$ cat config.mk
export PLATFORM = sky130hd
export DESIGN_NAME = temp_conv_ctrl
export DESIGN_NICKNAME = d
export VERILOG_FILES = /design/src/tsense_pkg.sv /design/src/temp_conv_ctrl.sv
export SDC_FILE = /design/constraint.sdc
export NUM_CORES = 1
export LEC_CHECK = 0
export ABC_AREA = 0
export BUFFER_PORTS_ARGS = -buffer_cell sky130_fd_sc_hd__buf_2
export CORE_ASPECT_RATIO = 1.2
export CORE_UTILIZATION = 45
export DETAILED_ROUTE_END_ITERATION = 12
export PLACE_DENSITY = 0.76
export SETUP_SLACK_MARGIN = 0.5
export SLEW_MARGIN = 25
export SYNTH_ARGS = -nofsm -noshare
export SYNTH_HDL_FRONTEND = slang
export SYNTH_SLANG_ARGS = --single-unit
$ cat constraint.sdc
create_clock -name SYS_CLK -period 2.6 [get_ports SYS_CLK]
set_clock_uncertainty 0.05 [all_clocks]
set_input_delay 0.13 -clock SYS_CLK [delete_from_list [all_inputs] [get_ports SYS_CLK]]
set_output_delay 0.13 -clock SYS_CLK [all_outputs]
set_load 0.01 [all_outputs]
$ cat src/tsense_pkg.sv
// Purpose: Constants for the dual channel temperature conversion control block
// Assumes: 100 MHz SYS_CLK, classic Wishbone register access, 32-bit data
// Notes:   Registers are one aligned word each, data in the low byte
package tsense_pkg;
    // ****************************************
    // Register byte offsets
    // ****************************************
    localparam logic [7:0] OFS_REMOTE    = 8'h00;
    localparam logic [7:0] OFS_LOCAL     = 8'h04;
    localparam logic [7:0] OFS_CONFIG    = 8'h08;
    localparam logic [7:0] OFS_STATUS    = 8'h0c;
    localparam logic [7:0] OFS_MASK      = 8'h10;
    localparam logic [7:0] OFS_RATE      = 8'h14;
    localparam logic [7:0] OFS_ONESHOT   = 8'h18;
    localparam logic [7:0] OFS_REM_HIGH  = 8'h1c;
    localparam logic [7:0] OFS_REM_LOW   = 8'h20;
    localparam logic [7:0] OFS_LOC_HIGH  = 8'h24;
    localparam logic [7:0] OFS_LOC_LOW   = 8'h28;
    localparam logic [7:0] OFS_ADDR      = 8'h2c;
    localparam logic [7:0] OFS_SHIFT     = 8'h30;
    // ****************************************
    // Field positions
    // ****************************************
    localparam int CFG_RUN_STOP_BIT = 6;
    localparam int ST_LOC_HIGH_BIT  = 0;
    localparam int ST_LOC_LOW_BIT   = 1;
    localparam int ST_REM_HIGH_BIT  = 2;
    localparam int ST_REM_LOW_BIT   = 3;
    localparam int ST_DONE_BIT      = 4;
    localparam int ST_BUSY_BIT      = 7;
    localparam logic [4:0] ST_STICKY_MASK = 5'h1f;
    // ****************************************
    // Reset values
    // ****************************************
    localparam logic [7:0] RST_RESULT   = 8'h00;
    localparam logic [7:0] RST_CONFIG   = 8'h00;
    localparam logic [7:0] RST_MASK     = 8'h00;
    localparam logic [7:0] RST_RATE     = 8'h02;
    localparam logic [7:0] RST_HIGH     = 8'h7f;
    localparam logic [7:0] RST_LOW      = 8'hc9;
    localparam logic [6:0] ADDR_BASE    = 7'h18;
    // ****************************************
    // Timing
    // ****************************************
    localparam int CLK_HZ          = 100_000_000;
    localparam int WINDOW_MS       = 60;
    localparam int WINDOW_CYCLES   = int'((64'(CLK_HZ) * 64'(WINDOW_MS)) / 64'd1000);
    localparam int RATE_UNIT_MS    = 250;
    localparam int RATE_UNIT_CYCLES = int'((64'(CLK_HZ) * 64'(RATE_UNIT_MS)) / 64'd1000);
endpackage

$ cat src/temp_conv_ctrl.sv
// Purpose: Conversion sequencer, result and threshold registers, alert for a two channel sensor
// Assumes: Analog measurement arrives as signed bytes; pins cross in through two flip-flops
// Notes:   Serial transaction decoding lives elsewhere; only the pins and a byte shifted out on the data pin are kept here
//
// The Wishbone interface to the registers and the address map were left to the implementer.
`timescale 1ns/10ps
`default_nettype none
module temp_conv_ctrl #(
    parameter int WINDOW_CYCLES    = tsense_pkg::WINDOW_CYCLES,
    parameter int RATE_UNIT_CYCLES = tsense_pkg::RATE_UNIT_CYCLES
) (
    input  wire logic        SYS_CLK,
    input  wire logic        RESET_N,
    input  wire logic        CLK_EN,
    input  wire logic        WB_CYC_I,
    input  wire logic        WB_STB_I,
    input  wire logic        WB_WE_I,
    input  wire logic [7:0]  WB_ADR_I,
    input  wire logic [3:0]  WB_SEL_I,
    input  wire logic [31:0] WB_DAT_I,
    output logic      [31:0] WB_DAT_O,
    output logic             WB_ACK_O,
    input  wire logic [7:0]  REMOTE_SAMPLE,
    input  wire logic [7:0]  LOCAL_SAMPLE,
    output logic             CHANNEL_SEL,
    input  wire logic        HW_STANDBY_N,
    input  wire logic        ADDR_SELECT_LO,
    input  wire logic        ADDR_SELECT_HI,
    output logic      [6:0]  SLAVE_ADDR,
    input  wire logic        SER_CLK_I,
    input  wire logic        SER_DATA_I,
    output logic             SER_DATA_O,
    output logic             SER_DATA_OE,
    output logic             ALERT_O,
    output logic             ALERT_OE,
    output logic             IRQ
);
    typedef enum logic [1:0] {IDLE, CONV_REMOTE, CONV_LOCAL} conv_state_e;

    // ****************************************
    // Pin synchronisers
    // ****************************************
    logic [4:0] pin_meta_reg;
    logic [4:0] pin_sync_reg;
    // Reset to idle pin levels, so no false serial clock edge follows reset
    always_ff @(posedge SYS_CLK) begin
        if (!RESET_N) begin
            pin_meta_reg <= 5'h19;
            pin_sync_reg <= 5'h19;
        end else if (CLK_EN) begin
            pin_meta_reg <= {SER_DATA_I, SER_CLK_I, ADDR_SELECT_HI, ADDR_SELECT_LO, HW_STANDBY_N};
            pin_sync_reg <= pin_meta_reg;
        end
    end
    logic hw_standby_n;
    assign hw_standby_n = pin_sync_reg[0];

    // Straps caught once, after the synchroniser has filled
    logic [1:0] strap_cnt_reg;
    logic [1:0] addr_strap_reg;
    always_ff @(posedge SYS_CLK) begin
        if (!RESET_N) begin
            strap_cnt_reg  <= 2'h0;
            addr_strap_reg <= 2'h0;
        end else if (CLK_EN) begin
            if (strap_cnt_reg != 2'h3) begin
                strap_cnt_reg <= strap_cnt_reg + 2'h1;
                if (strap_cnt_reg == 2'h2) begin
                    addr_strap_reg <= pin_sync_reg[2:1];
                end
            end
        end
    end
    assign SLAVE_ADDR = {tsense_pkg::ADDR_BASE[6:2], addr_strap_reg};

    // ****************************************
    // Register bus decode
    // ****************************************
    logic       wb_req;
    logic       wb_wr;
    logic       ack_reg;
    assign wb_req   = WB_CYC_I && WB_STB_I && !ack_reg;
    assign wb_wr    = wb_req && WB_WE_I && WB_SEL_I[0];
    assign WB_ACK_O = ack_reg;

    logic [7:0] remote_reg;
    logic [7:0] local_reg;
    logic [7:0] config_reg;
    logic [7:0] mask_reg;
    logic [7:0] rate_reg;
    logic [7:0] rem_high_reg;
    logic [7:0] rem_low_reg;
    logic [7:0] loc_high_reg;
    logic [7:0] loc_low_reg;
    logic [4:0] status_reg;
    logic [7:0] shift_reg;
    logic       oneshot_req;
    logic       sw_standby;
    assign oneshot_req = wb_wr && (WB_ADR_I == tsense_pkg::OFS_ONESHOT);
    assign sw_standby  = config_reg[tsense_pkg::CFG_RUN_STOP_BIT];

    // Thresholds and configuration are written only by software, so standby keeps them
    always_ff @(posedge SYS_CLK) begin
        if (!RESET_N) begin
            config_reg   <= tsense_pkg::RST_CONFIG;
            mask_reg     <= tsense_pkg::RST_MASK;
            rate_reg     <= tsense_pkg::RST_RATE;
            rem_high_reg <= tsense_pkg::RST_HIGH;
            rem_low_reg  <= tsense_pkg::RST_LOW;
            loc_high_reg <= tsense_pkg::RST_HIGH;
            loc_low_reg  <= tsense_pkg::RST_LOW;
        end else if (CLK_EN && wb_wr) begin
            case (WB_ADR_I)
                tsense_pkg::OFS_CONFIG:   config_reg   <= WB_DAT_I[7:0];
                tsense_pkg::OFS_MASK:     mask_reg     <= WB_DAT_I[7:0];
                tsense_pkg::OFS_RATE:     rate_reg     <= WB_DAT_I[7:0];
                tsense_pkg::OFS_REM_HIGH: rem_high_reg <= WB_DAT_I[7:0];
                tsense_pkg::OFS_REM_LOW:  rem_low_reg  <= WB_DAT_I[7:0];
                tsense_pkg::OFS_LOC_HIGH: loc_high_reg <= WB_DAT_I[7:0];
                tsense_pkg::OFS_LOC_LOW:  loc_low_reg  <= WB_DAT_I[7:0];
                default: ;
            endcase
        end
    end

    // ****************************************
    // Conversion sequencer
    // ****************************************
    conv_state_e state_reg;
    logic [31:0] win_cnt_reg;
    logic [31:0] rate_cnt_reg;
    logic [7:0]  rate_ticks_reg;
    logic [7:0]  rem_part_reg;
    logic        busy;
    logic        standby_any;
    logic        auto_start;
    logic        start;
    logic        win_done;
    logic        conv_done;
    assign busy        = (state_reg != IDLE);
    assign standby_any = !hw_standby_n || sw_standby;
    // Free-running timer only runs outside standby; a one shot passes software standby only
    assign start       = !busy && hw_standby_n && (oneshot_req || (auto_start && !sw_standby));
    assign win_done    = (win_cnt_reg == 32'(WINDOW_CYCLES - 1));
    assign conv_done   = (state_reg == CONV_LOCAL) && win_done;
    assign CHANNEL_SEL = (state_reg == CONV_LOCAL);

    // ****************************************
    // Standby abort
    // ****************************************
    // A one shot may start in software standby, so only a software standby
    // that arrives after the start cuts the conversion short
    logic sw_ok_reg;
    logic abort;
    always_ff @(posedge SYS_CLK) begin
        if (!RESET_N) begin
            sw_ok_reg <= 1'b0;
        end else if (CLK_EN) begin
            if (start) begin
                sw_ok_reg <= sw_standby;
            end else if (!sw_standby) begin
                sw_ok_reg <= 1'b0;
            end
        end
    end
    assign abort = !hw_standby_n || (sw_standby && !sw_ok_reg);

    // Period is rate_reg units after the previous start; zero means back to back
    always_ff @(posedge SYS_CLK) begin
        if (!RESET_N) begin
            rate_cnt_reg   <= 32'h0;
            rate_ticks_reg <= 8'h00;
        end else if (CLK_EN) begin
            if (standby_any || start) begin
                rate_cnt_reg   <= 32'h0;
                rate_ticks_reg <= 8'h00;
            end else if (rate_cnt_reg == 32'(RATE_UNIT_CYCLES - 1)) begin
                rate_cnt_reg <= 32'h0;
                if (rate_ticks_reg != 8'hff) begin
                    rate_ticks_reg <= rate_ticks_reg + 8'h01;
                end
            end else begin
                rate_cnt_reg <= rate_cnt_reg + 32'h1;
            end
        end
    end
    assign auto_start = (rate_ticks_reg >= rate_reg);

    always_ff @(posedge SYS_CLK) begin
        if (!RESET_N) begin
            state_reg    <= IDLE;
            win_cnt_reg  <= 32'h0;
            rem_part_reg <= 8'h00;
        end else if (CLK_EN) begin
            case (state_reg)
                IDLE: begin
                    win_cnt_reg <= 32'h0;
                    if (start) begin
                        state_reg <= CONV_REMOTE;
                    end
                end
                CONV_REMOTE: begin
                    if (abort) begin
                        state_reg <= IDLE;
                    end else if (win_done) begin
                        win_cnt_reg  <= 32'h0;
                        rem_part_reg <= REMOTE_SAMPLE;
                        state_reg    <= CONV_LOCAL;
                    end else begin
                        win_cnt_reg <= win_cnt_reg + 32'h1;
                    end
                end
                CONV_LOCAL: begin
                    if (abort) begin
                        state_reg <= IDLE;
                    end else if (win_done) begin
                        win_cnt_reg <= 32'h0;
                        state_reg   <= IDLE;
                    end else begin
                        win_cnt_reg <= win_cnt_reg + 32'h1;
                    end
                end
                default: state_reg <= IDLE;
            endcase
        end
    end

    // Abort skips this load, so a partial remote value is never seen
    logic commit;
    assign commit = conv_done && !abort;
    always_ff @(posedge SYS_CLK) begin
        if (!RESET_N) begin
            remote_reg <= tsense_pkg::RST_RESULT;
            local_reg  <= tsense_pkg::RST_RESULT;
        end else if (CLK_EN && commit) begin
            remote_reg <= rem_part_reg;
            local_reg  <= LOCAL_SAMPLE;
        end
    end

    // ****************************************
    // Threshold compare and status
    // ****************************************
    // Channel 0 is local and channel 1 remote, matching the status bit pairs
    // Compares use the values being committed, never the previous results
    logic [7:0] cmp_value [2];
    logic [7:0] cmp_high  [2];
    logic [7:0] cmp_low   [2];
    assign cmp_value[0] = LOCAL_SAMPLE;
    assign cmp_value[1] = rem_part_reg;
    assign cmp_high[0]  = loc_high_reg;
    assign cmp_high[1]  = rem_high_reg;
    assign cmp_low[0]   = loc_low_reg;
    assign cmp_low[1]   = rem_low_reg;
    logic [4:0] events;
    for (genvar ch = 0; ch < 2; ch++) begin : g_cmp
        assign events[tsense_pkg::ST_LOC_HIGH_BIT + 2 * ch] = commit && ($signed(cmp_value[ch]) > $signed(cmp_high[ch]));
        assign events[tsense_pkg::ST_LOC_LOW_BIT + 2 * ch]  = commit && ($signed(cmp_value[ch]) < $signed(cmp_low[ch]));
    end
    assign events[tsense_pkg::ST_DONE_BIT] = commit;

    logic [4:0] clr_bits;
    assign clr_bits = (wb_wr && (WB_ADR_I == tsense_pkg::OFS_STATUS)) ? WB_DAT_I[4:0] : 5'h00;

    // Set wins over a write-one clear in the same cycle
    always_ff @(posedge SYS_CLK) begin
        if (!RESET_N) begin
            status_reg <= 5'h00;
        end else if (CLK_EN) begin
            status_reg <= ((status_reg & ~clr_bits) | events) & tsense_pkg::ST_STICKY_MASK;
        end
    end

    logic alert_reg;
    always_ff @(posedge SYS_CLK) begin
        if (!RESET_N) begin
            alert_reg <= 1'b0;
        end else if (CLK_EN) begin
            alert_reg <= |(status_reg & mask_reg[4:0]);
        end
    end
    assign IRQ      = alert_reg;
    assign ALERT_O  = 1'b0;
    assign ALERT_OE = alert_reg;

    // ****************************************
    // Serial data pin, open drain
    // ****************************************
    // Software loads a byte at OFS_SHIFT; it is pushed MSB first on falling serial clock edges
    logic ser_clk_d_reg;
    always_ff @(posedge SYS_CLK) begin
        if (!RESET_N) begin
            shift_reg     <= 8'hff;
            ser_clk_d_reg <= 1'b1;
        end else if (CLK_EN) begin
            ser_clk_d_reg <= pin_sync_reg[3];
            if (wb_wr && (WB_ADR_I == tsense_pkg::OFS_SHIFT)) begin
                shift_reg <= WB_DAT_I[7:0];
            end else if (ser_clk_d_reg && !pin_sync_reg[3]) begin
                shift_reg <= {shift_reg[6:0], 1'b1};
            end
        end
    end
    assign SER_DATA_O  = 1'b0;
    assign SER_DATA_OE = !shift_reg[7];

    // ****************************************
    // Read mux and acknowledge
    // ****************************************
    logic [7:0] rd_byte;
    always_comb begin
        case (WB_ADR_I)
            tsense_pkg::OFS_REMOTE:   rd_byte = remote_reg;
            tsense_pkg::OFS_LOCAL:    rd_byte = local_reg;
            tsense_pkg::OFS_CONFIG:   rd_byte = config_reg;
            tsense_pkg::OFS_STATUS:   rd_byte = {busy, 2'b00, status_reg};
            tsense_pkg::OFS_MASK:     rd_byte = mask_reg;
            tsense_pkg::OFS_RATE:     rd_byte = rate_reg;
            tsense_pkg::OFS_REM_HIGH: rd_byte = rem_high_reg;
            tsense_pkg::OFS_REM_LOW:  rd_byte = rem_low_reg;
            tsense_pkg::OFS_LOC_HIGH: rd_byte = loc_high_reg;
            tsense_pkg::OFS_LOC_LOW:  rd_byte = loc_low_reg;
            tsense_pkg::OFS_ADDR:     rd_byte = {1'b0, SLAVE_ADDR};
            tsense_pkg::OFS_SHIFT:    rd_byte = {pin_sync_reg[4], 6'h00, hw_standby_n};
            // Unmapped offsets read as zero and are still acknowledged
            default:                  rd_byte = 8'h00;
        endcase
    end

    // Every request is answered on the next edge; there are no wait states
    always_ff @(posedge SYS_CLK) begin
        if (!RESET_N) begin
            ack_reg  <= 1'b0;
            WB_DAT_O <= 32'h0;
        end else if (CLK_EN) begin
            ack_reg <= wb_req;
            if (wb_req) begin
                WB_DAT_O <= {24'h000000, rd_byte};
            end
        end
    end
endmodule
`default_nettype wire

==> impl_metrics.json <==
{
  "outcome": "finished with violations",
  "violations": "DRC",
  "first_global_vias": 8873,
  "synth_common_cells": "193 x dfxtp_1, 148 x nor2_1, 134 x nand2_1",
  "setup_violations": 0,
  "drt_iter0_drc": 651,
  "syn_area_um2": 10050,
  "setup_tns_ns": 0,
  "synthAdderAreaFrac_pct": 5.726,
  "yosysSeqAreaShare_pct": 38.44,
  "slew_headroom_pct": 35.08,
  "multiInputGateArea_um2": 6067,
  "cp_slowest_cell": "a2111o_1",
  "async_flop_share_pct": 0,
  "avgSynthCellArea_um2": 8.293,
  "internal_power_mw": 4.648,
  "critPathMostFrequentCell": "buf_12",
  "clock_latency_ns": 0.44,
  "n_fill_cell": 1895,
  "worst_pin_slew_ns": 0.9738,
  "synth_edf_count": 0,
  "start_util_pct": 46.15,
  "fin_area_um2": 12450,
  "gp_congestion": 0.9522,
  "synth-main-ff-cell": "dfxtp_1",
  "vias": 9265,
  "clock_sinks": 193,
  "die_h_um": 165.7,
  "nNetsFinal": 1442,
  "dpl-instance-area_um2": 10680,
  "combPwrFrac_pct": 7.7,
  "synth_mux_area_share_pct": 8.191,
  "routed_wl_um": 29130,
  "grt_use_total_pct": 24.75,
  "dp_slack_ns": 0.1054,
  "worst_slack_ns": 0.1471,
  "port_buffers": 58,
  "dp.final_hpwl_um": 19000,
  "critPathRequiredTime_ns": 2.92,
  "p_seq_share_pct": 48.4,
  "fin_cells": 1612,
  "synth_xor_area_share_pct": 3.573,
  "rows": 59,
  "synth-compound-area-share_pct": 14.38,
  "finalCritPeriodShare_pct": 94.34,
  "hold_violations": 0,
  "drc": 4,
  "detail_route.wl_per_cell_um": 18.07,
  "cts_tree": "yes",
  "pwr_density_cell_nw_per_um2": 496.0,
  "coreArea_um2": 21780,
  "clk_path_buf_depth": 2,
  "drive_above_1_share_pct": 20.25,
  "grt_setup_unrepaired": "yes",
  "path_max_fanout": 7,
  "netlist_instances": 1212,
  "end_kind": "flop",
  "ff_latch_area_um2": 3877,
  "drtAntennaViolNets": 0,
  "die_area_um2": 22940,
  "crit_chain": "inv_1 -> ha_1 -> a2111o_1 -> nand3b_1 -> a21oi_4 -> buf_12 -> nor3_4 -> o21ai_4 -> buf_12 -> buf_16 -> nor2_1",
  "diodes": 0,
  "p_sw_share_pct": 24.74,
  "hold_ws_ns": 0.01392,
  "finalCriticalPeriod_ns": 2.453,
  "pin_count": 117,
  "clockRootBuffer": "clkbuf_16",
  "grt_max_degree": 90,
  "yosys_warnings": 0,
  "synth_area_leaders": "dfxtp_1 38%, mux2i_1 8.0%, ha_1 5.7%",
  "synth-seq-cells": 193,
  "pwr-share-clk_pct": 43.9,
  "p_leak_nw": 4.826,
  "ys_types": 69,
  "cts_max_level": 4,
  "die_w_um": 138.4,
  "utilization_pct": 57.18,
  "synth.largest_area_cell": "dfxtp_1",
  "gr-total-overflow": 0,
  "finalPower_mw": 6.176,
  "synth.most_common_cell": "dfxtp_1",
  "area_growth_pct": 23.89,
  "start_kind": "flop",
  "via_per_inst": 5.748,
  "worstSetupPathType": "reg -> reg",
  "grt_antenna_before_repair": 0,
  "max-cap-violations": 0,
  "dp.cells": 1520,
  "grt_pass1_wl_um": 45060,
  "p_switching_mw": 1.528,
  "firstDrtPassIters": 9,
  "cp.arrival_ns": 2.78,
  "synth_top_family_by_area": "simple AND/OR/NAND/NOR gates",
  "synth_top_area_share_pct": 38.44,
  "ir_drop_mv": 0.5161,
  "report.final.slew_viol_count": 0,
  "max_freq_ghz": 0.4077,
  "cpPeakStageDelay_ns": 0.46,
  "path_clk_slew_ns": 0.07,
  "hold_path_class": "in -> reg",
  "cts_inserted_buffers": 17,
  "yosys.area_share.simple_pct": 22.33
}
## critical path, delay by kind of cell (launching register included)
| family | cells | cell delay, ns |
|---|---|---|
| AO/OA/AOI/OAI | 3 | 0.68 |
| AND/OR/NAND/NOR | 3 | 0.54 |
| adder cells (fa/ha/maj) | 1 | 0.29 |
| flip-flops | 1 | 0.33 |
| buffers and inverters | 4 | 0.51 |
## cell families (layout without fill, tap and decap cells)
group	after synthesis	count (layout)
mux	81	81
flops	193	193
buf+inv	152	248
simple gates	467	468
other cells	2	31
compound gates	230	230
xor+xnor	41	41
fa+ha+maj	46	46
## power groups by stage
stage	clock, mW	sequential [mW]	combinational (mW)
finish	2.71	2.99	0.476
global route	2.87	2.99	0.508
CTS	2.73	2.99	0.444
detailed placement	0	3.06	0.365
global placement	0	3.06	0.361
floorplan	0	3.05	0.267
## placed cells by master, fill, tap and decap left out, types with 9 or more instances in the layout
master / n
xnor2_1: 13
dlygate4sd3_1: 24
or3_1: 13
clkbuf_16: 18
nor2_1: 126
o21ai_1: 9
inv_1: 56
o211ai_1: 29
ha_1: 42
nor2b_1: 11
conb_1: 31
buf_4: 52
o21ai_0: 49
nor3_1: 19
nand3_1: 41
xor2_1: 27
nand2_1: 132
nor2_4: 20
and3_1: 10
a21oi_2: 9
a22oi_1: 14
dfxtp_1: 182
dfxtp_2: 11
mux2i_1: 79
nand4_1: 19
buf_2: 58
buf_6: 11
a21oi_1: 53
## what timing repair did
| item | 4_1_cts | 5_1_grt |
|---|---|---|
| resized for setup | 65 | 71 |
| endpoints found under the hold margin | 25 | 0 |
| endpoints found under the setup margin | 102 | 117 |
| pin swaps | 43 | 32 |
| buffers inserted | 19 | 10 |
| gates cloned | 5 | 2 |
| hold buffers | 24 | 0 |
## layout make-up
type	instances	area share (%)
Sequential cell	193	31.14
Tap cell	274	2.753
Inverter	58	1.748
Clock buffer	20	3.668
Timing Repair Buffer	158	10.82
Clock inverter	12	1.146
Multi-Input combinational cell	897	48.72
## layer usage
| metal | global-route usage [%] | part of all wire (%) | vias up | wire (um) |
|---|---|---|---|---|
| li1 | - | - | 4424 | - |
| met1 | 28.65 | 40 | 4422 | 11590 |
| met2 | 43.32 | 50 | 306 | 14620 |
| met3 | 4.134 | 4.5 | 113 | 1325 |
| met4 | 13.73 | 5.4 | 0 | 1587 |
| met5 | 0 | 0 | - | 0 |
## worst paths after layout
check / slack (ns) / endpoint / startpoint / cells past startpoint
worst max-delay path: 0.15 / rate_cnt_reg[24]$_SDFFE_PN0P_ / rate_reg[1]$_SDFFE_PN1P_ / 11
worst min-delay path: 0.01 / loc_high_reg[7]$_SDFFE_PN0P_ / WB_DAT_I[7] / 3
worst max register to register: 0.15 / rate_cnt_reg[24]$_SDFFE_PN0P_ / rate_reg[1]$_SDFFE_PN1P_ / 11
worst min register to register: 0.40 / WB_DAT_O[7]$_SDFFE_PN0P_ / WB_DAT_O[7]$_SDFFE_PN0P_ / 2
Power figures use the tool's default switching activity.
